<file path="src/core/ftl_pkg.sv">
// Constants and types shared by the option and trim loader files
package ftl_pkg;
  // Loader geometry
  localparam int          OPT_BYTES  = 43;
  localparam int          CNT_W      = 6;
  localparam int          STORE_DEP  = 64;
  localparam logic [5:0]  CNT_FIRST  = 6'h00;
  localparam logic [5:0]  CNT_LAST   = 6'h2a;
  localparam logic [5:0]  USER_LAST  = 6'h01;
  localparam logic [6:0]  LOAD_READS = 7'h2b;
  // Trim window inside the information page
  localparam int          TRIM_IDX_W = 5;
  localparam logic        TRIM_BASE  = 1'b1;
  // Register indexes, byte address is four times the index
  localparam logic [11:0] IDX_TRIM_ADDR = 12'hff8;
  localparam logic [11:0] IDX_TRIM_DATA = 12'hff9;
  localparam logic [11:0] IDX_FREQ_HIGH = 12'hffa;
  localparam logic [11:0] IDX_FREQ_LOW  = 12'hffb;
  localparam logic [11:0] IDX_LOAD_STAT = 12'hffc;
  // Reset values
  localparam logic [7:0]  FREQ_HIGH_RST = 8'h00;
  localparam logic [7:0]  FREQ_LOW_RST  = 8'h00;
  localparam logic [4:0]  TRIM_ADDR_RST = 5'h00;
  localparam logic [7:0]  BYTE_RST      = 8'h00;
  // Bus timing: wait cycles before every answer
  localparam logic [1:0]  BUS_WAIT      = 2'h2;
  localparam logic [1:0]  BUS_CAPTURE   = 2'h1;
  // Status field position
  localparam int          STAT_DONE_BIT = 0;

  // Loader sequence
  typedef enum logic [1:0] {
    FTL_ST_LOAD  = 2'b00,
    FTL_ST_DRAIN = 2'b01,
    FTL_ST_RUN   = 2'b10
  } ftl_state_e;
endpackage : ftl_pkg

</file>
<file path="src/core/ftl_mem_if.sv">
// Write and read port bundle between the loader and the option store
`timescale 1ns/100ps
interface ftl_mem_if;
  logic       wr_en;
  logic [5:0] wr_addr;
  logic [7:0] wr_data;
  logic [5:0] rd_addr;
  logic [7:0] rd_data;

  modport ctrl  (output wr_en, output wr_addr, output wr_data, output rd_addr,
                 input rd_data);
  modport store (input wr_en, input wr_addr, input wr_data, input rd_addr,
                 output rd_data);
endinterface : ftl_mem_if

</file>
<file path="src/core/ftl_opt_store.sv">
// Volatile option latches with one write port and a registered read port
`timescale 1ns/100ps
module ftl_opt_store (
  // Clock and reset
  input  wire logic                            clk_in,
  input  wire logic                            rst_n_in,
  // Access port
  ftl_mem_if.store                             mem,
  // Loaded option bytes, flattened
  output logic [ftl_pkg::OPT_BYTES*8-1:0]      opt_flat_out
);
  logic [7:0] cell_r [ftl_pkg::STORE_DEP];

  // Latches only, nothing ever writes back to the Flash copies
  always_ff @(posedge clk_in or negedge rst_n_in) begin
    if (!rst_n_in) begin
      for (int i = 0; i < ftl_pkg::STORE_DEP; i++) begin
        cell_r[i] <= ftl_pkg::BYTE_RST;
      end
    end else if (mem.wr_en) begin
      cell_r[mem.wr_addr] <= mem.wr_data;  // [RL6]
    end
  end

  // Read data from a register so the bus path stays short
  always_ff @(posedge clk_in or negedge rst_n_in) begin
    if (!rst_n_in) begin
      mem.rd_data <= ftl_pkg::BYTE_RST;
    end else begin
      mem.rd_data <= cell_r[mem.rd_addr];
    end
  end

  // Option bytes fan out to the analog and configuration logic
  for (genvar g = 0; g < ftl_pkg::OPT_BYTES; g++) begin : g_flat
    assign opt_flat_out[g*8 +: 8] = cell_r[g];
  end
endmodule : ftl_opt_store

</file>
<file path="src/core/ftl_trim_loader.sv">
// Reset-time option loader with trim window and Flash timing registers
//
// Functional notes
// (RL1) User option bytes live at program memory bytes zero and one.
// (RL2) Factory trims stay in the information page; software never rewrites them.
// (RL3) Trim index written first; the next data write replaces that working byte.
// (RL4) Trim index written first; data reads return that working byte.
// (RL5) Trim indexes reach only information locations 20h to 3Fh.
// (RL6) Software trim changes live only in volatile latches.
// (RL7) Reset performs 43 Flash reads; counter gives low six address bits.
// (RL8) Six-bit counter addresses the latches that capture Flash read data.
// (RL9) Counter values zero and one read program memory; later ones information page.
// (RL10) High and low frequency bytes form the 16-bit kHz timing value.
// (RL11) Software programs or erases only between 10 kHz and 20 MHz.
// (RL12) Frequency high byte is read/write and resets to zero.
// (RL13) Frequency low byte is read/write and resets to zero.
// (RL14) Processor stays in reset until every loader read has finished.
// (RL15) Trim index holds until software writes a new one.
`timescale 1ns/100ps
module ftl_trim_loader #(
  parameter int FLASH_AW = 16
) (
  // Clock and reset
  input  wire logic                          ref_clk_in,
  input  wire logic                          rstn_in,
  // Avalon-MM register slave
  input  wire logic [13:0]                   avs_address_in,
  input  wire logic                          avs_read_in,
  input  wire logic                          avs_write_in,
  input  wire logic [3:0]                    avs_byteenable_in,
  input  wire logic [31:0]                   avs_writedata_in,
  output logic [31:0]                        avs_readdata_out,
  output logic                               avs_waitrequest_out,
  // Flash read port, data one cycle after the strobe
  output logic                               flash_rd_out,
  output logic [FLASH_AW-1:0]                flash_addr_out,
  output logic                               flash_info_sel_out,
  input  wire logic [7:0]                    flash_rdata_in,
  // Configuration results
  output logic [ftl_pkg::OPT_BYTES*8-1:0]    option_bits_out,
  output logic [15:0]                        flash_timing_freq_value_out,
  output logic                               cpu_rstn_out
);
  // Reset release synchroniser
  logic [1:0]          rst_sync_r;
  logic                rst_n;
  // Loader state
  ftl_pkg::ftl_state_e state_r;
  ftl_pkg::ftl_state_e state_nxt;
  logic [5:0]          cnt_r;
  logic                cap_vld_r;
  logic [5:0]          cap_idx_r;
  // Registers
  logic [4:0]          trim_addr_r;
  logic [7:0]          freq_high_r;
  logic [7:0]          freq_low_r;
  logic [31:0]         rdata_r;
  logic [1:0]          wait_cnt_r;
  // Bus decode
  logic [11:0]         idx;
  logic                req;
  logic                accept;
  logic                wr_acc;
  logic                trim_wr_acc;
  logic [31:0]         rd_mux;

  ftl_mem_if mem ();

  ftl_opt_store u_store (
    .clk_in       (ref_clk_in),
    .rst_n_in     (rst_n),
    .mem          (mem.store),
    .opt_flat_out (option_bits_out)
  );

  // Async assert, synchronous release of the reset
  always_ff @(posedge ref_clk_in or negedge rstn_in) begin
    if (!rstn_in) begin
      rst_sync_r <= 2'h0;
    end else begin
      rst_sync_r <= {rst_sync_r[0], 1'b1};
    end
  end
  assign rst_n = rst_sync_r[1];

  // Loader sequence: read, drain the last byte, run
  always_comb begin
    state_nxt = state_r;
    case (state_r)
      ftl_pkg::FTL_ST_LOAD: begin
        if (cnt_r == ftl_pkg::CNT_LAST) begin
          state_nxt = ftl_pkg::FTL_ST_DRAIN;
        end
      end
      ftl_pkg::FTL_ST_DRAIN: begin
        state_nxt = ftl_pkg::FTL_ST_RUN;
      end
      default: begin
        state_nxt = ftl_pkg::FTL_ST_RUN;
      end
    endcase
  end

  always_ff @(posedge ref_clk_in or negedge rst_n) begin
    if (!rst_n) begin
      state_r <= ftl_pkg::FTL_ST_LOAD;
    end else begin
      state_r <= state_nxt;
    end
  end

  // Read counter, one Flash access per cycle while loading
  always_ff @(posedge ref_clk_in or negedge rst_n) begin
    if (!rst_n) begin
      cnt_r <= ftl_pkg::CNT_FIRST;
    end else if (state_r == ftl_pkg::FTL_ST_LOAD && cnt_r != ftl_pkg::CNT_LAST) begin
      cnt_r <= cnt_r + 6'h01;  // [RL7]
    end
  end

  // Flash read strobe raised only in the load state; no program or erase path exists
  assign flash_rd_out       = (state_r == ftl_pkg::FTL_ST_LOAD);  // [RL7] [RL2]
  assign flash_addr_out     = {{(FLASH_AW-6){1'b0}}, cnt_r};  // [RL7]
  // Bytes zero and one are user options in program memory
  assign flash_info_sel_out = (cnt_r > ftl_pkg::USER_LAST);  // [RL9] [RL1]

  // Capture slot follows the strobe by the Flash read latency
  always_ff @(posedge ref_clk_in or negedge rst_n) begin
    if (!rst_n) begin
      cap_vld_r <= 1'b0;
      cap_idx_r <= ftl_pkg::CNT_FIRST;
    end else begin
      cap_vld_r <= flash_rd_out;
      cap_idx_r <= cnt_r;  // [RL8]
    end
  end

  // Processor waits for the last captured byte
  assign cpu_rstn_out = (state_r == ftl_pkg::FTL_ST_RUN);  // [RL14]

  // Bus decode; requests stall until the loader has finished
  assign idx         = avs_address_in[13:2];
  assign req         = avs_read_in | avs_write_in;
  assign accept      = req && (wait_cnt_r == ftl_pkg::BUS_WAIT);
  assign wr_acc      = accept && avs_write_in && avs_byteenable_in[0];
  assign trim_wr_acc = wr_acc && (idx == ftl_pkg::IDX_TRIM_DATA);
  assign avs_waitrequest_out = req && !accept;

  // Wait counter: two wait cycles give the store time to follow a new index
  always_ff @(posedge ref_clk_in or negedge rst_n) begin
    if (!rst_n) begin
      wait_cnt_r <= 2'h0;
    end else if (accept || !req) begin
      wait_cnt_r <= 2'h0;
    end else if (state_r == ftl_pkg::FTL_ST_RUN) begin
      wait_cnt_r <= wait_cnt_r + 2'h1;
    end
  end

  // Store ports: loader writes first, then software owns the trim window
  always_comb begin
    if (cap_vld_r) begin
      mem.wr_en   = 1'b1;
      mem.wr_addr = cap_idx_r;  // [RL8]
      mem.wr_data = flash_rdata_in;  // [RL8]
    end else begin
      mem.wr_en   = trim_wr_acc;  // [RL3]
      mem.wr_addr = {ftl_pkg::TRIM_BASE, trim_addr_r};  // [RL5]
      mem.wr_data = avs_writedata_in[7:0];  // [RL6]
    end
  end
  assign mem.rd_addr = {ftl_pkg::TRIM_BASE, trim_addr_r};  // [RL4] [RL5]

  // Trim index; only five bits exist so nothing outside the window is reachable
  always_ff @(posedge ref_clk_in or negedge rst_n) begin
    if (!rst_n) begin
      trim_addr_r <= ftl_pkg::TRIM_ADDR_RST;
    end else if (wr_acc && idx == ftl_pkg::IDX_TRIM_ADDR) begin
      trim_addr_r <= avs_writedata_in[4:0];  // [RL15] [RL5]
    end
  end

  // Flash frequency bytes
  always_ff @(posedge ref_clk_in or negedge rst_n) begin
    if (!rst_n) begin
      freq_high_r <= ftl_pkg::FREQ_HIGH_RST;  // [RL12]
      freq_low_r  <= ftl_pkg::FREQ_LOW_RST;  // [RL13]
    end else if (wr_acc && idx == ftl_pkg::IDX_FREQ_HIGH) begin
      freq_high_r <= avs_writedata_in[7:0];  // [RL12]
    end else if (wr_acc && idx == ftl_pkg::IDX_FREQ_LOW) begin
      freq_low_r  <= avs_writedata_in[7:0];  // [RL13]
    end
  end
  // Value in kHz; software keeps the clock within range
  assign flash_timing_freq_value_out = {freq_high_r, freq_low_r};  // [RL10] [RL11]

  // Read mux; unmapped words read as zero
  always_comb begin
    rd_mux = 32'h0000_0000;
    if (idx == ftl_pkg::IDX_TRIM_ADDR) begin
      rd_mux[4:0] = trim_addr_r;
    end else if (idx == ftl_pkg::IDX_TRIM_DATA) begin
      rd_mux[7:0] = mem.rd_data;  // [RL4]
    end else if (idx == ftl_pkg::IDX_FREQ_HIGH) begin
      rd_mux[7:0] = freq_high_r;  // [RL12]
    end else if (idx == ftl_pkg::IDX_FREQ_LOW) begin
      rd_mux[7:0] = freq_low_r;  // [RL13]
    end else if (idx == ftl_pkg::IDX_LOAD_STAT) begin
      rd_mux[ftl_pkg::STAT_DONE_BIT] = cpu_rstn_out;
    end
  end

  // Read data captured one cycle before the answer
  always_ff @(posedge ref_clk_in or negedge rst_n) begin
    if (!rst_n) begin
      rdata_r <= 32'h0000_0000;
    end else if (avs_read_in && wait_cnt_r == ftl_pkg::BUS_CAPTURE) begin
      rdata_r <= rd_mux;
    end
  end
  assign avs_readdata_out = rdata_r;

  logic [6:0] rd_count_r;
  always_ff @(posedge ref_clk_in or negedge rst_n) begin
    if (!rst_n) begin
      rd_count_r <= 7'h00;
    end else if (flash_rd_out) begin
      rd_count_r <= rd_count_r + 7'h01;
    end
  end
endmodule : ftl_trim_loader

</file>
<file path="config.mk">
export PLATFORM = sky130hd
export DESIGN_NAME = ftl_trim_loader
export DESIGN_NICKNAME = d
export VERILOG_FILES = /design/src/core/ftl_pkg.sv /design/src/core/ftl_mem_if.sv /design/src/core/ftl_opt_store.sv /design/src/core/ftl_trim_loader.sv
export SDC_FILE = /design/constraint.sdc
export NUM_CORES = 1
export LEC_CHECK = 0
export BUFFER_PORTS_ARGS = -buffer_cell sky130_fd_sc_hd__clkbuf_2
export CAP_MARGIN = 20
export CORE_ASPECT_RATIO = 0.5
export CORE_MARGIN = 2
export CORE_UTILIZATION = 57
export DETAILED_ROUTE_END_ITERATION = 10
export PLACE_DENSITY_LB_ADDON = 0.25
export SETUP_SLACK_MARGIN = 0.1
export SLEW_MARGIN = 20
export SYNTH_ARGS = -nofsm -noshare
export SYNTH_HDL_FRONTEND = slang
export SYNTH_SLANG_ARGS = --single-unit
</file>
<file path="constraint.sdc">
create_clock -name ref_clk_in -period 24.3 [get_ports ref_clk_in]
set_input_delay 1.215 -clock ref_clk_in [delete_from_list [all_inputs] [get_ports ref_clk_in]]
set_output_delay 1.215 -clock ref_clk_in [all_outputs]
set_load 0.02 [all_outputs]
</file>
==> impl_metrics.env, run 1 <==
export IMPL_grt_max_degree=130
export IMPL_cts_tree="done"
export IMPL_run_status="completed"
export IMPL_min_from="rst_sync_r[0]$_DFF_PN0_"
export IMPL_setup_tns_ns=0
export IMPL_syn_to_final_growth_pct=6.54
export IMPL_worstSetupPathType="reg -> reg"
export IMPL_cts_made_buffers=50
export IMPL_cts_hold_fix_buffers=0
export IMPL_drc=0
export IMPL_max_freq_mhz=300
export IMPL_finClkSkew_ns=0.0223
export IMPL_ys_ff_latch=568
export IMPL_p_leak_nw=13.5
export IMPL_die_height_um=159
export IMPL_cp_slowest_cell="dfrtp_4"
export IMPL_placed_cell_area_sq_um=27200
export IMPL_synth_cell_types=60
export IMPL_n_fill_cell=3692
export IMPL_yosysWarnings=0
export IMPL_antenna_left=0
export IMPL_cp_endpoint="u_store.cell_r[62]$_DFFE_PN0P_"
export IMPL_htree_levels=2
export IMPL_cp_arrival_ns=3.79
export IMPL_reg2reg_from="cap_vld_r$_DFF_PN0_"
export IMPL_layout_drive_gt1_share_pct=43.5
export IMPL_diodes=0
export IMPL_synthArstFlopShare_pct=100
export IMPL_cp_top_family="flip-flops"
export IMPL_r2r_end="u_store.cell_r[62]$_DFFE_PN0P_"
export IMPL_postCtsResizedCells=0
export IMPL_hold_path_class="reg -> reg"
export IMPL_vias_per_cell=5.62
export IMPL_cp_end_kind="flip-flop"
export IMPL_die_w_um=314
export IMPL_initial_utilization_pct=58.0
export IMPL_yosysSeqAreaShare_pct=52.0
export IMPL_synth_edf_count=0
export IMPL_required_ns=24.76
export IMPL_dp_cells=2774
export IMPL_crit_buf_inv=1
export IMPL_p_per_area_nw_per_um2=68.7
export IMPL_final_area_sq_um=29100
export IMPL_core_sq_um=47100
export IMPL_start_kind="flip-flop"
export IMPL_cp_num_cells=5
export IMPL_rrSetupSlack_ns=20.97
export IMPL_synth_ff_type="dfrtp_1"
export IMPL_first_iter_violations=1383
export IMPL_max_slew_margin_pct=28.9
export IMPL_clock_latency_ns=0.58
export IMPL_io_buffer_count=410
export IMPL_clk_path_buf_depth=3
export IMPL_antenna_found_initial=0
export IMPL_r2r_cells=5
export IMPL_grt_overflow_total=0
export IMPL_worstSetupStartpoint="cap_vld_r$_DFF_PN0_"
export IMPL_power_w=0.00200
export IMPL_drtPass1Iterations=6
export IMPL_ir_drop_mv=0.0543
export IMPL_setup_violations=0
export IMPL_clockRootBuffer="clkbuf_16"
export IMPL_hpwlAfterDp_um=43200
export IMPL_path_cells="buf_4, nand4_1, o21ai_4, o211ai_4, mux2_4"
export IMPL_clkTransAtPathRegs_ns=0.07
export IMPL_grt_pass1_vias=16100
export IMPL_avgSynthCellArea_sq_um=12.6
export IMPL_worst_pin_slew_ns=1.07
export IMPL_cap_viol_max_count=0
export IMPL_grt_pass1_wl_um=99800
export IMPL_drv_slew=0
export IMPL_grt_total_usage_pct=26.1
export IMPL_crit_fanout=47
export IMPL_final_instance_count_excl_fill=2879
export IMPL_vias=16200
export IMPL_wirelength_um=64900
export IMPL_syn_inst=2175
export IMPL_period_needed_ns=3.33
export IMPL_syn_cell_area_sq_um=27300
export IMPL_post_cts_setup_buffer_count=0
export IMPL_holdWs_ns=0.356
export IMPL_gp_congestion=0.828
export IMPL_hold_violations=0
export IMPL_die_area_sq_um=49800
export IMPL_fin_crit_sh_pct=13.7
export IMPL_cts_sink_count=568
export IMPL_pin_count=474
export IMPL_wl_per_cell_um=22.5
export IMPL_nNetsFinal=2268
export IMPL_grt_setup_unrepaired="no"
export IMPL_rows=56
export IMPL_cp_slowest_stage_delay_ns=0.97
worst min-delay path by stage:
| stage | end | slack, ns | depth (start not counted) |
|---|---|---|---|
| floorplan | rst_sync_r[1]$_DFF_PN0_ | 0.33 | 0 |
| global placement | rst_sync_r[1]$_DFF_PN0_ | 0.34 | 0 |
| detailed placement | rst_sync_r[1]$_DFF_PN0_ | 0.34 | 0 |
| CTS | rst_sync_r[1]$_DFF_PN0_ | 0.36 | 0 |
| global route | rst_sync_r[1]$_DFF_PN0_ | 0.37 | 0 |
| finish | rst_sync_r[1]$_DFF_PN0_ | 0.36 | 0 |
cell families (layout without fill, tap and decap cells):
logic type / Yosys count / count (layout) / share of synthesized area [%]
AO/OA/AOI/OAI: 356 / 356 / 9.61
adder cells (fa/ha/maj): 6 / 6 / 0.275
other: 2 / 35 / 0.0275
XOR/XNOR: 6 / 6 / 0.192
AND/OR/NAND/NOR: 335 / 335 / 5.56
multiplexers: 389 / 389 / 19.7
flip-flops: 568 / 568 / 52.0
buffers and inverters: 513 / 546 / 12.6
synth_stat cells, types with 4 or more instances:
| master | count | share of area, % |
|---|---|---|
| a211oi_2 | 16 | 0.73 |
| a21oi_1 | 132 | 2.4 |
| a21oi_4 | 8 | 0.48 |
| buf_2 | 38 | 0.70 |
| buf_4 | 382 | 10 |
| buf_6 | 6 | 0.25 |
| clkbuf_1 | 78 | 1.1 |
| dfrtp_1 | 568 | 52 |
| ha_1 | 6 | 0.27 |
| inv_1 | 7 | 0.096 |
| mux2_1 | 15 | 0.62 |
| mux2_2 | 264 | 11 |
| mux2_4 | 16 | 0.88 |
| mux2i_1 | 8 | 0.29 |
| mux4_2 | 84 | 6.9 |
| nand2_1 | 143 | 2.0 |
| nand2b_1 | 10 | 0.23 |
| nand4_1 | 4 | 0.092 |
| nand4b_1 | 4 | 0.13 |
| nor2_1 | 135 | 1.9 |
| o211ai_1 | 17 | 0.47 |
| o211ai_4 | 32 | 2.5 |
| o21ai_0 | 138 | 2.5 |
| xnor2_1 | 5 | 0.16 |
registers in the layout, summed over array words and instances, names as in the netlist:
| name | flops |
|---|---|
| trim_addr_r | 5 |
| cap_vld_r | 1 |
| freq_low_r | 8 |
| avs_readdata_out | 8 |
| wait_cnt_r | 2 |
| u_store.cell_r | 168 |
| u_store.mem.rd_data | 8 |
| u_store.opt_flat_out | 344 |
| cap_idx_r | 6 |
| freq_high_r | 8 |
| cnt_r | 6 |
| rst_sync_r | 2 |
| state_r | 2 |
where the power goes:
| group | switching (W) | total (W) | internal, W | leakage, nW |
|---|---|---|---|---|
| Combinational | 0.000115 | 0.000162 | 0.0000474 | 5.61 |
| Sequential | 0.0000206 | 0.000996 | 0.000976 | 7.07 |
| Clock | 0.000362 | 0.000843 | 0.000481 | 0.845 |
| Total | 0.000497 | 0.00200 | 0.00150 | 13.5 |
routing by layer:
layer	vias up	global-route usage (%)	wire [um]
met3	135	3.72	2870
met1	8375	35.3	27000
met2	428	43.0	32400
li1	7248	-	-
met4	0	10.0	2640
met5	-	0	0
cell usage in the layout (no fill, tap or decap), drive strengths merged, types with 10 or more instances in the layout:
| cell type | instances |
|---|---|
| o211ai | 49 |
| dfrtp | 568 |
| a21oi | 140 |
| o21ai | 141 |
| clkbuf | 488 |
| nand2b | 10 |
| nor2 | 136 |
| nand2 | 143 |
| mux2 | 295 |
| mux2i | 10 |
| mux4 | 84 |
| buf | 29 |
| a211oi | 17 |
| clkinv | 11 |
| conb | 35 |
cell type report:
type | instances | area [sq um] | area share (%)
clock buffer | 71 | 1450 | 4.98
clock inverter | 22 | 274 | 0.941
inverter | 7 | 26.3 | 0.0902
multi-input combinational | 1127 | 9940 | 34.1
sequential | 568 | 14200 | 48.9
tap | 638 | 798 | 2.74
timing repair buffer | 446 | 2400 | 8.24
through the flow:
stage          setup WS (ns)  utilization (%)
2_1_floorplan           7.30                -
3_3_place_gp           20.76             57.7
3_5_place_dp           20.73             57.7
4_1_cts                20.73             61.4
5_1_grt                20.61             61.8
6_report               20.97             61.8
(Power assumes the default switching activity.)
==> run 2, diff against run 1 <==
- clock period: 24.3 -> 3.3 ns (I/O delays scaled with it)
==> run 2 against run 1 <==
  * Critical path depth down 1
  * Register-to-register slack worse by 20 ns
  * Flip-flop and latch count unchanged
  * Global-route usage up 0.39 points
  * Clock power rose to 7.5 times the previous value
  * Hold slack worse by 0.25 ns
  * Power rose to 7.4 times the previous value
  * Fmax up 22%
  * Final cell count up 1.5%
  * Count of clock-buffer cells in the layout down 7
==> impl_metrics.env, run 2 (synthesized netlist as in run 1, its figures left out) <==
export IMPL_run_status="completed"
export IMPL_hold_path_class="in -> reg"
export IMPL_cp_top_family="flip-flops"
export IMPL_grt_total_usage_pct=26.5
export IMPL_vias_per_cell=5.59
export IMPL_grt_pass1_vias=16300
export IMPL_grt_pass1_wl_um=101000
export IMPL_min_from="avs_write_in"
export IMPL_max_freq_mhz=368
export IMPL_crit_fanout=47
export IMPL_diodes=0
export IMPL_fin_ws_ns=0.579
export IMPL_cp_slowest_cell="dfrtp_4"
export IMPL_worstSetupPathType="reg -> reg"
export IMPL_post_place_ws_ns=0.611
export IMPL_setup_violations=0
export IMPL_rows=56
export IMPL_path_cells="nand3b_1, a21oi_4, o211ai_4, mux2_1"
export IMPL_final_instance_count_excl_fill=2923
export IMPL_wl_per_cell_um=22.5
export IMPL_cap_viol_max_count=0
export IMPL_largest_register_ffs=344
export IMPL_period_needed_ns=2.72
export IMPL_drtPass1Iterations=5
export IMPL_finClkSkew_ns=0.0190
export IMPL_fin_crit_sh_pct=82.5
export IMPL_p_per_area_nw_per_um2=504
export IMPL_required_ns=3.75
export IMPL_gp_congestion=0.844
export IMPL_layout_commonest_cell="dfrtp_1"
export IMPL_pin_count=474
export IMPL_ir_drop_mv=0.340
export IMPL_cts_made_buffers=50
export IMPL_grt_max_degree=92
export IMPL_syn_to_final_growth_pct=7.92
export IMPL_cts_sink_count=568
export IMPL_p_leak_nw=13.8
export IMPL_cts_tree="done"
export IMPL_htree_levels=2
export IMPL_clk_path_buf_depth=3
export IMPL_most_common_layout_cells="564 x dfrtp_1, 410 x clkbuf_2, 264 x mux2_2"
export IMPL_post_cts_setup_buffer_count=0
export IMPL_setup_tns_ns=0
export IMPL_cp_end_kind="flip-flop"
export IMPL_postCtsResizedCells=0
export IMPL_worst_pin_slew_ns=1.06
export IMPL_clockRootBuffer="clkbuf_16"
export IMPL_die_height_um=159
export IMPL_cp_slowest_stage_delay_ns=0.92
export IMPL_crit_buf_inv=0
export IMPL_clock_latency_ns=0.58
export IMPL_start_kind="flip-flop"
export IMPL_grt_overflow_total=0
export IMPL_nNetsFinal=2313
export IMPL_die_area_sq_um=49800
export IMPL_drc=0
export IMPL_hpwlAfterDp_um=44700
export IMPL_dp_cells=2810
export IMPL_final_util_pct=62.6
export IMPL_io_buffer_count=410
export IMPL_clkTransAtPathRegs_ns=0.07
export IMPL_first_iter_violations=1265
export IMPL_drv_slew=0
export IMPL_vias=16300
export IMPL_grt_setup_unrepaired="no"
export IMPL_antenna_left=0
export IMPL_die_w_um=314
export IMPL_cp_arrival_ns=3.17
export IMPL_antenna_found_initial=0
export IMPL_worstSetupStartpoint="cap_vld_r$_DFF_PN0_"
export IMPL_hold_violations=0
export IMPL_core_sq_um=47100
export IMPL_initial_utilization_pct=58.0
export IMPL_layout_drive_gt1_share_pct=44.2
export IMPL_wirelength_um=65900
export IMPL_reg2reg_from="cap_vld_r$_DFF_PN0_"
export IMPL_max_slew_margin_pct=28.9
run 2: cell type report:
class / count / area [sq um]
fillers: 3731 / 17600
flip-flops and latches: 568 / 14200
multi-input cells: 1127 / 9890
repair buffers: 491 / 2810
clock buffers: 64 / 1390
well taps: 638 / 798
clock inverters: 28 / 358
inverters: 7 / 26.3
run 2: per-stage QoR:
stage	instance area, sq um	power (W)	hold slack, ns
final	29500	0.0148	0.103
after detailed placement	27600	0.00870	-0.0415
after floorplan	27500	0.00850	-0.131
after CTS	29400	0.0150	0.0639
after global routing	29500	0.0154	0.108
after global placement	27600	0.00867	-0.0429
run 2: timing repair:
item / 4_1_cts / 5_1_grt
setup endpoints to repair: 0 / 0
endpoints found under the hold margin: 23 / 0
hold buffers: 12 / 0
run 2: metal layers:
metal	global-route usage, %	vias up	wire, um
met4	9.63	0	2600
li1	-	7339	-
met2	43.8	482	32500
met5	0	-	0
met3	4.64	143	3390
met1	35.3	8369	27400
run 2: worst register-to-register path, delay by kind of cell (launching register included):
family / cells / cell delay (ns)
multiplexers: 1 / 0.37
AO/OA/AOI/OAI: 2 / 0.81
AND/OR/NAND/NOR: 1 / 0.50
flip-flops: 1 / 0.92
run 2: final timing paths:
check / end / slack [ns] / cells past startpoint
worst min register to register: rst_sync_r[1]$_DFF_PN0_ / 0.35 / 0
worst max-delay path: u_store.opt_flat_out[278]$_DFFE_PN0P_ / 0.58 / 4
worst min-delay path: wait_cnt_r[1]$_DFFE_PN0P_ / 0.10 / 3
max in group asynchronous: u_store.opt_flat_out[115]$_DFFE_PN0P_ / 1.88 / 2
min in group asynchronous: u_store.cell_r[76]$_DFFE_PN0P_ / 0.40 / 0
worst max register to register: u_store.opt_flat_out[278]$_DFFE_PN0P_ / 0.58 / 4
run 2: where the power goes:
| group | internal (W) | switching, W |
|---|---|---|
| clock network | 0.00361 | 0.00268 |
| registers | 0.00719 | 0.000155 |
| logic | 0.000372 | 0.000852 |
